==> src/pkg/ccr_pkg.sv <==
package ccr_pkg;

  // Command codes of the four configuration registers
  localparam int NUM_REGS = 4;
  localparam int IDX_W = 2;
  localparam logic [7:0] ADDR_LOOP_FREQ = 8'hd3;
  localparam logic [7:0] ADDR_OFFSET = 8'hd4;
  localparam logic [7:0] ADDR_BIAS = 8'hd6;
  localparam logic [7:0] ADDR_PG_TRK = 8'hd7;
  localparam int IDX_LOOP_FREQ = 0;
  localparam int IDX_OFFSET = 1;
  localparam int IDX_BIAS = 2;
  localparam int IDX_PG_TRK = 3;
  localparam logic [7:0] REG_ADDR [NUM_REGS] = '{ADDR_LOOP_FREQ, ADDR_OFFSET, ADDR_BIAS,
                                                 ADDR_PG_TRK};

  // Writable bits; all others are reserved and read as zero
  localparam logic [7:0] MASK_LOOP_FREQ = 8'hb7;
  localparam logic [7:0] MASK_OFFSET = 8'he0;
  localparam logic [7:0] MASK_BIAS = 8'h07;
  localparam logic [7:0] MASK_PG_TRK = 8'hdf;
  localparam logic [7:0] REG_MASK [NUM_REGS] = '{MASK_LOOP_FREQ, MASK_OFFSET, MASK_BIAS,
                                                 MASK_PG_TRK};

  // Field positions
  localparam int RIE_BIT = 7;
  localparam int RRS_LSB = 4;
  localparam int RRS_W = 2;
  localparam int FSW_LSB = 0;
  localparam int FSW_W = 3;
  localparam int OSS_BIT = 7;
  localparam int TRIM_LSB = 5;
  localparam int TRIM_W = 2;
  localparam int BLT_LSB = 0;
  localparam int BLT_W = 3;
  localparam int BLT_RANGE_BIT = 2;
  localparam int PGW_BIT = 7;
  localparam int SPARE_BIT = 6;
  localparam int BYP_BIT = 4;
  localparam int TGT_LSB = 0;
  localparam int TGT_W = 4;

  // Reset values; strapped and nonvolatile bits start at zero and load after reset
  localparam logic [FSW_W-1:0] FSW_RST = 3'h3;
  localparam logic [TGT_W-1:0] TGT_RST = 4'hf;
  localparam logic [7:0] RST_LOOP_FREQ = 8'h03;
  localparam logic [7:0] RST_OFFSET = 8'h80;
  localparam logic [7:0] RST_BIAS = 8'h00;
  localparam logic [7:0] RST_PG_TRK = 8'h8f;
  localparam logic [7:0] REG_RST [NUM_REGS] = '{RST_LOOP_FREQ, RST_OFFSET, RST_BIAS,
                                                RST_PG_TRK};

  // Decode tables
  localparam logic [10:0] FSW_KHZ [8] = '{11'h13b, 11'h1a9, 11'h226, 11'h28a,
                                         11'h339, 11'h384, 11'h401, 11'h4c9};
  localparam logic [2:0] RAMP_SCALE_HALF [4] = '{3'h1, 3'h2, 3'h4, 3'h6};
  localparam logic [3:0] OFFSET_STEP_MV = 4'h2;
  localparam logic [13:0] BLT_MV [5] = '{14'h27d8, 14'h0af0, 14'h109a, 14'h1770, 14'h1fa4};
  localparam logic [2:0] BLT_HIGH_IDX = 3'h0;
  localparam logic [2:0] BLT_IDX_STEP = 3'h1;
  localparam logic [10:0] TGT_BASE_MV = 11'h1f4;
  localparam logic [10:0] TGT_STEP_MV = 11'h032;

  // Synchronised pin vector layout
  localparam int SYNC_W = 4;
  localparam int SY_RRS_LSB = 0;
  localparam int SY_RIE = 2;
  localparam int SY_TRK = 3;

  typedef enum logic {PH_STRAP_LOAD, PH_RUN} ccr_phase_t;

  typedef struct packed {
    logic [2:0] ramp_scale_half;
    logic [10:0] freq_khz;
    logic [3:0] offset_mv;
    logic [13:0] lockout_mv;
    logic [10:0] target_mv;
  } ccr_dec_t;

endpackage

==> src/pkg/ccr_sync_if.sv <==
`timescale 1ns/10ps
interface ccr_sync_if #(parameter int W = 1);
  logic [W-1:0] raw;
  logic [W-1:0] synced;
  modport owner (output raw, input synced);
  modport sync (input raw, output synced);
endinterface

==> src/hdl/ccr_sync.sv <==
`timescale 1ns/10ps
module ccr_sync
  import ccr_pkg::*;
(
  // Clock
  input wire logic mclk_i,
  input wire logic ce_i,
  // Pin levels in, synchronised levels out
  ccr_sync_if.sync sif
);

  logic [SYNC_W-1:0] meta_q;
  logic [SYNC_W-1:0] meta_d;
  logic [SYNC_W-1:0] stable_q;
  logic [SYNC_W-1:0] stable_d;

  // No reset: the pins keep flowing through while reset is held, so straps are settled
  always_comb
  begin
    meta_d = meta_q;
    stable_d = stable_q;
    if (ce_i)
    begin
      meta_d = sif.raw;
      stable_d = meta_q;
    end
  end

  always_ff @(posedge mclk_i)
  begin
    meta_q <= meta_d;
    stable_q <= stable_d;
  end

  assign sif.synced = stable_q;

endmodule

==> src/hdl/ccr_config_regs.sv <==
`timescale 1ns/10ps
module ccr_config_regs
  import ccr_pkg::*;
(
  // Clock, reset, enable
  input wire logic mclk_i,
  input wire logic sys_rst_i,
  input wire logic ce_i,
  // Command port from the bus engine
  input wire logic [7:0] cmd_code_i,
  input wire logic cmd_wr_i,
  input wire logic cmd_rd_i,
  input wire logic [7:0] cmd_wdata_i,
  output logic [7:0] cmd_rdata_o,
  output logic cmd_ack_o,
  output logic cmd_miss_o,
  // Strap pins
  input wire logic strap_ramp_injection_enable_i,
  input wire logic [1:0] strap_ramp_resistor_select_i,
  // Nonvolatile spare storage
  input wire logic nv_spare_i,
  output logic nv_wr_o,
  output logic nv_wdata_o,
  // Tracking gate
  input wire logic tracking_input_valid_i,
  input wire logic switch_request_i,
  output logic switching_enable_o,
  // Loop configuration
  output logic ramp_injection_enable_o,
  output logic [1:0] ramp_resistor_select_o,
  output logic [2:0] ramp_scale_half_o,
  output logic [2:0] switching_freq_select_o,
  output logic [10:0] switching_freq_khz_o,
  output logic offset_scheme_select_o,
  output logic [1:0] manual_offset_trim_o,
  output logic [3:0] offset_correction_mv_o,
  output logic [2:0] bias_lockout_threshold_o,
  output logic [13:0] bias_lockout_mv_o,
  output logic power_good_window_select_o,
  output logic auxiliary_nv_output_o,
  output logic tracking_gate_bypass_o,
  output logic [3:0] tracking_target_select_o,
  output logic [10:0] tracking_target_mv_o
);

  ccr_sync_if #(.W(SYNC_W)) sif ();

  ccr_sync ccr_sync_inst (
    .mclk_i(mclk_i),
    .ce_i(ce_i),
    .sif(sif)
  );

  assign sif.raw = {tracking_input_valid_i, strap_ramp_injection_enable_i,
                    strap_ramp_resistor_select_i};

  logic trk_ok;
  assign trk_ok = sif.synced[SY_TRK];

  function automatic logic [IDX_W:0] cmd_decode(input logic [7:0] code);
    logic [IDX_W:0] res;
    res = '0;
    for (int i = 0; i < NUM_REGS; i++)
    begin
      if (code == REG_ADDR[i])
      begin
        res = {1'b1, IDX_W'(i)};
      end
    end
    return res;
  endfunction

  // Used both for the live path and for the reset constant, so the two cannot drift
  function automatic ccr_dec_t ccr_decode(input logic [7:0] lf, input logic [7:0] of,
                                          input logic [7:0] bl, input logic [7:0] pt);
    ccr_dec_t d;
    logic [TRIM_W-1:0] trim_eff;
    logic [2:0] blt_idx;
    d = '0;
    trim_eff = of[OSS_BIT] ? '0 : of[TRIM_LSB +: TRIM_W];
    if (bl[BLT_LSB + BLT_RANGE_BIT])
    begin
      blt_idx = 3'({1'b0, bl[BLT_LSB +: BLT_RANGE_BIT]}) + BLT_IDX_STEP;
    end
    else
    begin
      blt_idx = BLT_HIGH_IDX;
    end
    d.ramp_scale_half = RAMP_SCALE_HALF[lf[RRS_LSB +: RRS_W]];
    d.freq_khz = FSW_KHZ[lf[FSW_LSB +: FSW_W]];
    d.offset_mv = 4'(trim_eff * OFFSET_STEP_MV);
    d.lockout_mv = BLT_MV[blt_idx];
    d.target_mv = 11'(TGT_BASE_MV + 11'(pt[TGT_LSB +: TGT_W]) * TGT_STEP_MV);
    return d;
  endfunction

  logic [7:0] regs_q [NUM_REGS];
  logic [7:0] regs_d [NUM_REGS];
  ccr_phase_t phase_q;
  ccr_phase_t phase_d;
  logic [7:0] rdata_q;
  logic [7:0] rdata_d;
  logic ack_q;
  logic ack_d;
  logic miss_q;
  logic miss_d;
  logic nv_wr_q;
  logic nv_wr_d;
  logic sw_en_q;
  logic sw_en_d;
  ccr_dec_t dec_q;
  ccr_dec_t dec_d;
  logic [IDX_W:0] hit_idx;
  logic hit;
  logic [IDX_W-1:0] idx;

  assign hit_idx = cmd_decode(cmd_code_i);
  assign hit = hit_idx[IDX_W];
  assign idx = hit_idx[IDX_W-1:0];

  always_comb
  begin
    regs_d = regs_q;
    phase_d = phase_q;
    rdata_d = rdata_q;
    ack_d = 1'b0;
    miss_d = 1'b0;
    nv_wr_d = 1'b0;
    if (ce_i)
    begin
      // First enabled cycle after every reset: take straps and the stored spare
      if (phase_q == PH_STRAP_LOAD)
      begin
        regs_d[IDX_LOOP_FREQ][RIE_BIT] = sif.synced[SY_RIE];
        regs_d[IDX_LOOP_FREQ][RRS_LSB +: RRS_W] = sif.synced[SY_RRS_LSB +: RRS_W];
        regs_d[IDX_PG_TRK][SPARE_BIT] = nv_spare_i;
        phase_d = PH_RUN;
      end
      // A write in the load cycle lands after the strap and so wins
      if (cmd_wr_i && hit)
      begin
        regs_d[idx] = cmd_wdata_i & REG_MASK[idx];
        nv_wr_d = (idx == IDX_W'(IDX_PG_TRK));
      end
      if (cmd_wr_i || cmd_rd_i)
      begin
        ack_d = 1'b1;
        miss_d = !hit;
      end
      if (cmd_rd_i)
      begin
        rdata_d = hit ? regs_q[idx] : '0;
      end
    end
  end

  always_comb
  begin
    dec_d = dec_q;
    sw_en_d = sw_en_q;
    if (ce_i)
    begin
      dec_d = ccr_decode(regs_d[IDX_LOOP_FREQ], regs_d[IDX_OFFSET], regs_d[IDX_BIAS],
                         regs_d[IDX_PG_TRK]);
      sw_en_d = switch_request_i && (regs_d[IDX_PG_TRK][BYP_BIT] || trk_ok);
    end
  end

  always_ff @(posedge mclk_i)
  begin
    if (sys_rst_i)
    begin
      for (int i = 0; i < NUM_REGS; i++)
      begin
        regs_q[i] <= REG_RST[i];
      end
      phase_q <= PH_STRAP_LOAD;
      rdata_q <= '0;
      ack_q <= 1'b0;
      miss_q <= 1'b0;
      nv_wr_q <= 1'b0;
      sw_en_q <= 1'b0;
      dec_q <= ccr_decode(RST_LOOP_FREQ, RST_OFFSET, RST_BIAS, RST_PG_TRK);
    end
    else
    begin
      regs_q <= regs_d;
      phase_q <= phase_d;
      rdata_q <= rdata_d;
      ack_q <= ack_d;
      miss_q <= miss_d;
      nv_wr_q <= nv_wr_d;
      sw_en_q <= sw_en_d;
      dec_q <= dec_d;
    end
  end

  assign cmd_rdata_o = rdata_q;
  assign cmd_ack_o = ack_q;
  assign cmd_miss_o = miss_q;
  assign nv_wr_o = nv_wr_q;
  assign nv_wdata_o = regs_q[IDX_PG_TRK][SPARE_BIT];
  assign switching_enable_o = sw_en_q;
  assign ramp_injection_enable_o = regs_q[IDX_LOOP_FREQ][RIE_BIT];
  assign ramp_resistor_select_o = regs_q[IDX_LOOP_FREQ][RRS_LSB +: RRS_W];
  assign ramp_scale_half_o = dec_q.ramp_scale_half;
  assign switching_freq_select_o = regs_q[IDX_LOOP_FREQ][FSW_LSB +: FSW_W];
  assign switching_freq_khz_o = dec_q.freq_khz;
  assign offset_scheme_select_o = regs_q[IDX_OFFSET][OSS_BIT];
  assign manual_offset_trim_o = regs_q[IDX_OFFSET][TRIM_LSB +: TRIM_W];
  assign offset_correction_mv_o = dec_q.offset_mv;
  assign bias_lockout_threshold_o = regs_q[IDX_BIAS][BLT_LSB +: BLT_W];
  assign bias_lockout_mv_o = dec_q.lockout_mv;
  assign power_good_window_select_o = regs_q[IDX_PG_TRK][PGW_BIT];
  assign auxiliary_nv_output_o = regs_q[IDX_PG_TRK][SPARE_BIT];
  assign tracking_gate_bypass_o = regs_q[IDX_PG_TRK][BYP_BIT];
  assign tracking_target_select_o = regs_q[IDX_PG_TRK][TGT_LSB +: TGT_W];
  assign tracking_target_mv_o = dec_q.target_mv;

  // Back-to-back spare writes are legal, so the pulse may legitimately continue
  logic pt_wr;
  assign pt_wr = ce_i && cmd_wr_i && (cmd_code_i == ADDR_PG_TRK);
endmodule

==> config.mk <==
export PLATFORM = sky130hd
export DESIGN_NAME = ccr_config_regs
export DESIGN_NICKNAME = d
export VERILOG_FILES = /design/src/pkg/ccr_pkg.sv /design/src/pkg/ccr_sync_if.sv /design/src/hdl/ccr_sync.sv /design/src/hdl/ccr_config_regs.sv
export SDC_FILE = /design/constraint.sdc
export NUM_CORES = 1
export LEC_CHECK = 0
export ABC_CLOCK_PERIOD_IN_PS = 4810
export BUFFER_PORTS_ARGS = -buffer_cell sky130_fd_sc_hd__buf_4
export CAP_MARGIN = 30
export CORE_UTILIZATION = 27
export CTS_BUF_LIST = sky130_fd_sc_hd__clkbuf_8
export DETAILED_ROUTE_END_ITERATION = 6
export GPL_TIMING_DRIVEN = 0
export HOLD_SLACK_MARGIN = 0.1
export PLACE_DENSITY = 0.53
export SETUP_SLACK_MARGIN = 0.5
export SYNTH_ARGS = -nofsm -noshare
export SYNTH_HDL_FRONTEND = slang
export SYNTH_SLANG_ARGS = --single-unit
==> constraint.sdc <==
create_clock -name mclk_i -period 4.81 [get_ports mclk_i]
set_input_delay 0.2405 -clock mclk_i [delete_from_list [all_inputs] [get_ports mclk_i]]
set_output_delay 0.2405 -clock mclk_i [all_outputs]
set_load 0.02 [all_outputs]
* After elaboration in Yosys (flattened, before gate mapping)
Memory sizes are Yosys's and may differ from the RTL's. A register that Yosys moved wholly into a read port is not among the register bits. Index checks and enable logic that the tools add are counted. W data, S select, Z words.
Cells by class: $add $sub $neg 2, equality and inequality tests 5, bitwise gates (word level) 8, multipliers 1, reduce and logical (&&, ||, !) cells 11, muxes and demuxes 29, order comparisons 3
Operator list (number):
- $mux W8 | 6
- $bmux W8 S2 | 2
- $bwmux W32 | 1
- $eq A8 B8 Y1 const B | 4
- $mux W32 | 1
- $mux W30 | 1
- $mux W3 | 8
- $demux W8 S2 | 1
- $add A9 B10 Y11 const A | 1
- $mul A4 B5 Y9 const B | 1
- $and A8 B8 Y8 | 1
- $not A3 Y4 | 2
- $bmux W3 S2 | 1
- $ge A3 B3 Y1 const B | 2
- $mux W2 | 3
- $not A2 Y3 | 2
- $reduce_or A3 Y1 | 2
- $mux W1 | 5
- $reduce_and A2 Y1 | 2
- $add A2 B1 Y3 const B | 1
- $logic_and A1 B1 Y1 | 3
- $lt A3 B1 Y1 const B | 1
- $not A1 Y1 | 3
- $eq A2 B2 Y1 const B | 1
- 3 further kinds | 4
Storage, ports and cells: input port bits 27, ROM bits 200, output and inout port bits 75, register bits 69, logic and storage cells 82, memories 2
Memories:
- (name not given) | depth 8, width 14, read ports 1, clocked after memory_dff 1, wr ports 0, RTL line ccr_config_regs.sv:92 | d.lockout_mv = BLT_MV[blt_idx];
- (name not given) | depth 8, width 11, read ports 1, clocked after memory_dff 1, wr ports 0, RTL line ccr_config_regs.sv:90 | d.freq_khz = FSW_KHZ[lf[FSW_LSB +: FSW_W]];

* Logic depth before layout (Yosys ltp)
depth in word-level cells 17, mapped depth 15, mapped depth without buffers 13

* By module
From an unflattened synthesis, not the netlist that was laid out.
Unflattened totals: cells, all modules 449, area total of the unflattened synthesis 4286.6 sq um
Modules (own cells, without submodules):
- ccr_config_regs | instances 1, cells an instance 441, area each 4046.4 sq um, seq. area each 1661.6 sq um
- ccr_sync | instances 1, cells an instance 8, area each 240.2 sq um, seq. area each 240.2 sq um

* Least setup slack after synthesis
No wires, ideal clock.
kind input to register, from in cmd_code_i[5], to reg dec_q, in the netlist tracking_target_mv_o[9], slack 1.520 ns, path buffers 1, arrival time 3.170 ns, required time 4.690 ns, cell stages on the path 14, cells stage by stage nand4b_4 -> or4b_1 -> clkbuf_1 -> nor2_1 -> mux2_2 -> ha_1 -> ha_1 -> inv_1 -> fa_1 -> xor2_1 -> nand2_1 -> nor2_1 -> o32a_1 -> nand3_1
RTL lines:
- from (decl) | RTL line ccr_config_regs.sv:10 | input wire logic [7:0] cmd_code_i,
- to (signal assigned) | RTL line ccr_config_regs.sv:183 | dec_q <= ccr_decode(RST_LOOP_FREQ, RST_OFFSET, RST_BIAS, RST_PG_TRK);
- to (decl) | RTL line ccr_config_regs.sv:111 | ccr_dec_t dec_q;

==> metrics.md <==
| Metric | Value |
|---|---|
| Number of global-route vias before repair | `about 3,600` |
| Initial antenna violation count | `0` |
| WL final | `13.3 mm` |
| Pleak | `around 0.0023 uW` |
| Cell area power density | `249 mW/mm2` |
| Critical path, cell by cell | `buf_4, nand4b_4, buf_6, nor3_2, mux2_2, ha_1, ha_1, ha_1, a21boi_0, o2bb2ai_1, nor2_1, a311oi_1, o21ai_0` |
| DR pass1 iterations | `4` |
| Max_cap viols | `0` |
| # fillers | `1,666` |
| CP Max Fanout | `10` |
| EDFF count, synth | `8` |
| Slew headroom | `0.453` |
| Hold depth | `3` |
| H-tree level count | `3` |
| Post-Syn Area | `0.00443 mm2` |
| Final setup viols | `0` |
| Area Overhead vs Synth | `27.3%` |
| Startpoint types | `input pin` |
| Status | `completed` |
| Worst-Skew Late Latency | `0.38 ns` |
| Post-route DRC | `0` |
| Placeable core region | `0.0159 mm2` |
| Bufs on Longest Clock Path | `2` |
| Largest stage delay on the critical path | `0.67 ns` |
| Diode count | `0` |
| Core Rows | `46` |
| FF+latch area | `0.00190 mm2` |
| Netlist cell types | `71` |
| Hold WC Path Type | `input pin to register` |
| Final hold vios | `0` |
| Unrepaired setup endpoints after global routing | `false` |
| Die area | `0.0169 mm2` |
| Final HPWL DP | `10.2 mm` |
| Asr flop ratio synth | `0` |
| Worst R2R End | `tracking_target_mv_o[10]` |
| Syn avg cell area | `~9.7 um2` |
| Final ANT Viol Nets | `0` |
| Number of I/O pins | `102` |
| Kind of critical path | `input pin to register` |
| Predominant post-synthesis flop cell | `dfxtp_1` |
| R2R depth | `9` |
| Share of post-route cells with drive strength above 1 | `0.281` |
| DR WL/cell | `approximately 17 um` |
| Worst Setup End Kind | `register` |
| Final #Nets | `622` |
| Clk slew on worst S/H paths | `0.08 ns` |
| Post-synthesis sequential area ratio | `0.429` |
| Power Total | `between 1000 and 1500 uW` |
| Syn Inst Count | `roughly 460` |
| CTS tree | `done` |
| FMAX | `282 MHz` |
| Die width | `130 um` |
| Hold path start | `cmd_wdata_i[7]` |
| R2r setup slk | `about 2.2 ns` |
| Post_cts resized | `0` |
| Final Max Tran Viols | `0` |
| CTS Sinks | `91` |
| Max Clock Skew | `0.00647 ns` |
| CTS root buf | `clkbuf_8` |
| Via count | `3,705` |
| Share of the clock period used by the worst path | `0.737` |
| Setup_tns | `0 ns` |
| Final min period | `3.55 ns` |
| CTS buffer count | `9` |
| Area of the multi-input gates | `0.00222 mm2` |
| RR Startpoint | `tracking_target_select_o[3]` |
| First-pass GRT wire length | `20.6 mm` |
| YS warnings | `0` |
| Tot GR Track Use | `0.165` |
| Die height | `~130 um` |
| Largest net degree at the start of global routing | `15` |
| Critical path required time | `5.04 ns` |
| Hold path endpoint | `offset_scheme_select_o` |
| Critical Path Slowest Stage Cell | `nor3_2` |
| Worst path arrival time | `3.78 ns` |
| PortBufs | `97` |
| Total congestion overflow | `0` |
| Max VDD drop | `approximately 0.12 mV` |
| Initial DRC count | `around 210` |
| Starting density of the core | `0.278` |
| Post-DR vias/cell | `4.67` |
| Seq cells post-synth | `91` |
| Worst-Margin Slew | `0.817 ns` |
| Most used cell along the critical path | `ha_1` |
| Placer Congestion | `0.839` |
critical path, delay by kind of cell:
family	cells	cell delay, ns
AOI/OAI and AO/OA	4	0.87
muxes	1	0.46
buffers and inverters	2	0.34
adders and majority gates	3	0.79
and+or+nand+nor	3	1.07
per-stage QoR:
| stage | worst slack, ns | util | hold WS [ns] | area, um2 | instances |
|---|---|---|---|---|---|
| final | 1.26 | 0.354 | 0.117 | 5640 | 793 |
| after global routing | 0.958 | 0.354 | 0.124 | 5640 | 793 |
| after CTS | 1.29 | 0.354 | 0.100 | 5640 | 793 |
| after detailed placement | 0.885 | 0.341 | 0.405 | 5440 | 773 |
| after global placement | 1.01 | 0.341 | 0.403 | 5440 | 773 |
| after floorplan | 1.52 | - | 0.339 | 4440 | 460 |
layout by cell type, fill, tap and decap left out, drive strengths merged, types with 4 or more instances in the layout:
master / count
nor2: 34
mux2: 7
a31oi: 5
buf: 126
o21ai: 9
dfxtp: 83
a22o: 5
conb: 4
dlygate4sd3: 4
nor4: 5
clkbuf: 21
or3: 4
nand3: 7
nor2b: 6
o211ai: 7
edfxtp: 8
a2bb2oi: 4
nand2b: 11
ha: 22
nor3b: 4
and2: 12
nor3: 19
nand2: 43
inv: 20
a21oi: 21
mux2i: 24
where the power goes:
group	switching (uW)	internal [uW]
clock network	278	182
registers	10.6	781
logic	90.2	61.2
layout make-up:
cell class	count	share of cell area
Multi-Input combinational cell	311	0.394
Clock inverter	7	0.00665
Tap cell	216	0.0479
Buffer	41	0.0452
Sequential cell	91	0.337
Clock buffer	9	0.0220
Inverter	17	0.0113
Timing Repair Buffer	101	0.136
metal layers:
| layer | vias to the layer above | share of wire | GRT usage |
|---|---|---|---|
| li1 | 1832 | - | - |
| met1 | 1762 | 0.47 | 0.225 |
| met2 | 98 | 0.46 | 0.259 |
| met3 | 13 | 0.054 | 0.0308 |
| met4 | 0 | 0.016 | 0.0636 |
| met5 | - | 0 | 0 |
synthesized netlist by cell type (all sizes together), types with 4 or more instances:
master | number | area, um2
dfxtp | 83 | 1660
nand2 | 43 | 161
nor2 | 34 | 138
buf | 29 | 210
mux2i | 24 | 240
ha | 22 | 275
a21oi | 21 | 105
nor3 | 19 | 111
inv | 16 | 60.1
and2 | 12 | 75.1
clkbuf | 12 | 45.0
nand2b | 11 | 68.8
o21ai | 9 | 45.0
edfxtp | 8 | 240
mux2 | 7 | 78.8
nand3 | 7 | 35.0
o211ai | 7 | 52.6
nor2b | 6 | 37.5
a22o | 5 | 43.8
a31oi | 5 | 31.3
nor4 | 5 | 97.6
a2bb2oi | 4 | 35.0
nor3b | 4 | 30.0
or3 | 4 | 25.0
cell families after synthesis:
| logic type | Yosys count | share of synthesized area |
|---|---|---|
| buf+inv | 58 | 0.0720 |
| compound gates | 89 | 0.144 |
| mux | 31 | 0.0720 |
| xor+xnor | 5 | 0.00988 |
| simple gates | 159 | 0.206 |
| flops | 91 | 0.429 |
| other cells | 1 | 0.000846 |
| fa+ha+maj | 23 | 0.0666 |
repair_timing:
| action | in CTS | in global routing |
|---|---|---|
| hold buffers | 4 | 0 |
| endpoints found under the hold margin | 4 | 0 |
| setup buffers | 0 | 0 |
worst max path at each step:
stage | endpoint | from | cells after the start
after CTS | tracking_target_mv_o[10] | cmd_code_i[5] | 13
final | tracking_target_mv_o[10] | cmd_code_i[5] | 13
after detailed placement | tracking_target_mv_o[10] | cmd_code_i[5] | 13
after global routing | tracking_target_mv_o[10] | cmd_code_i[5] | 14
after global placement | tracking_target_mv_o[10] | cmd_code_i[5] | 14
after floorplan | tracking_target_mv_o[9] | cmd_code_i[5] | 14
No activity file was read; power rests on OpenSTA's default activity.
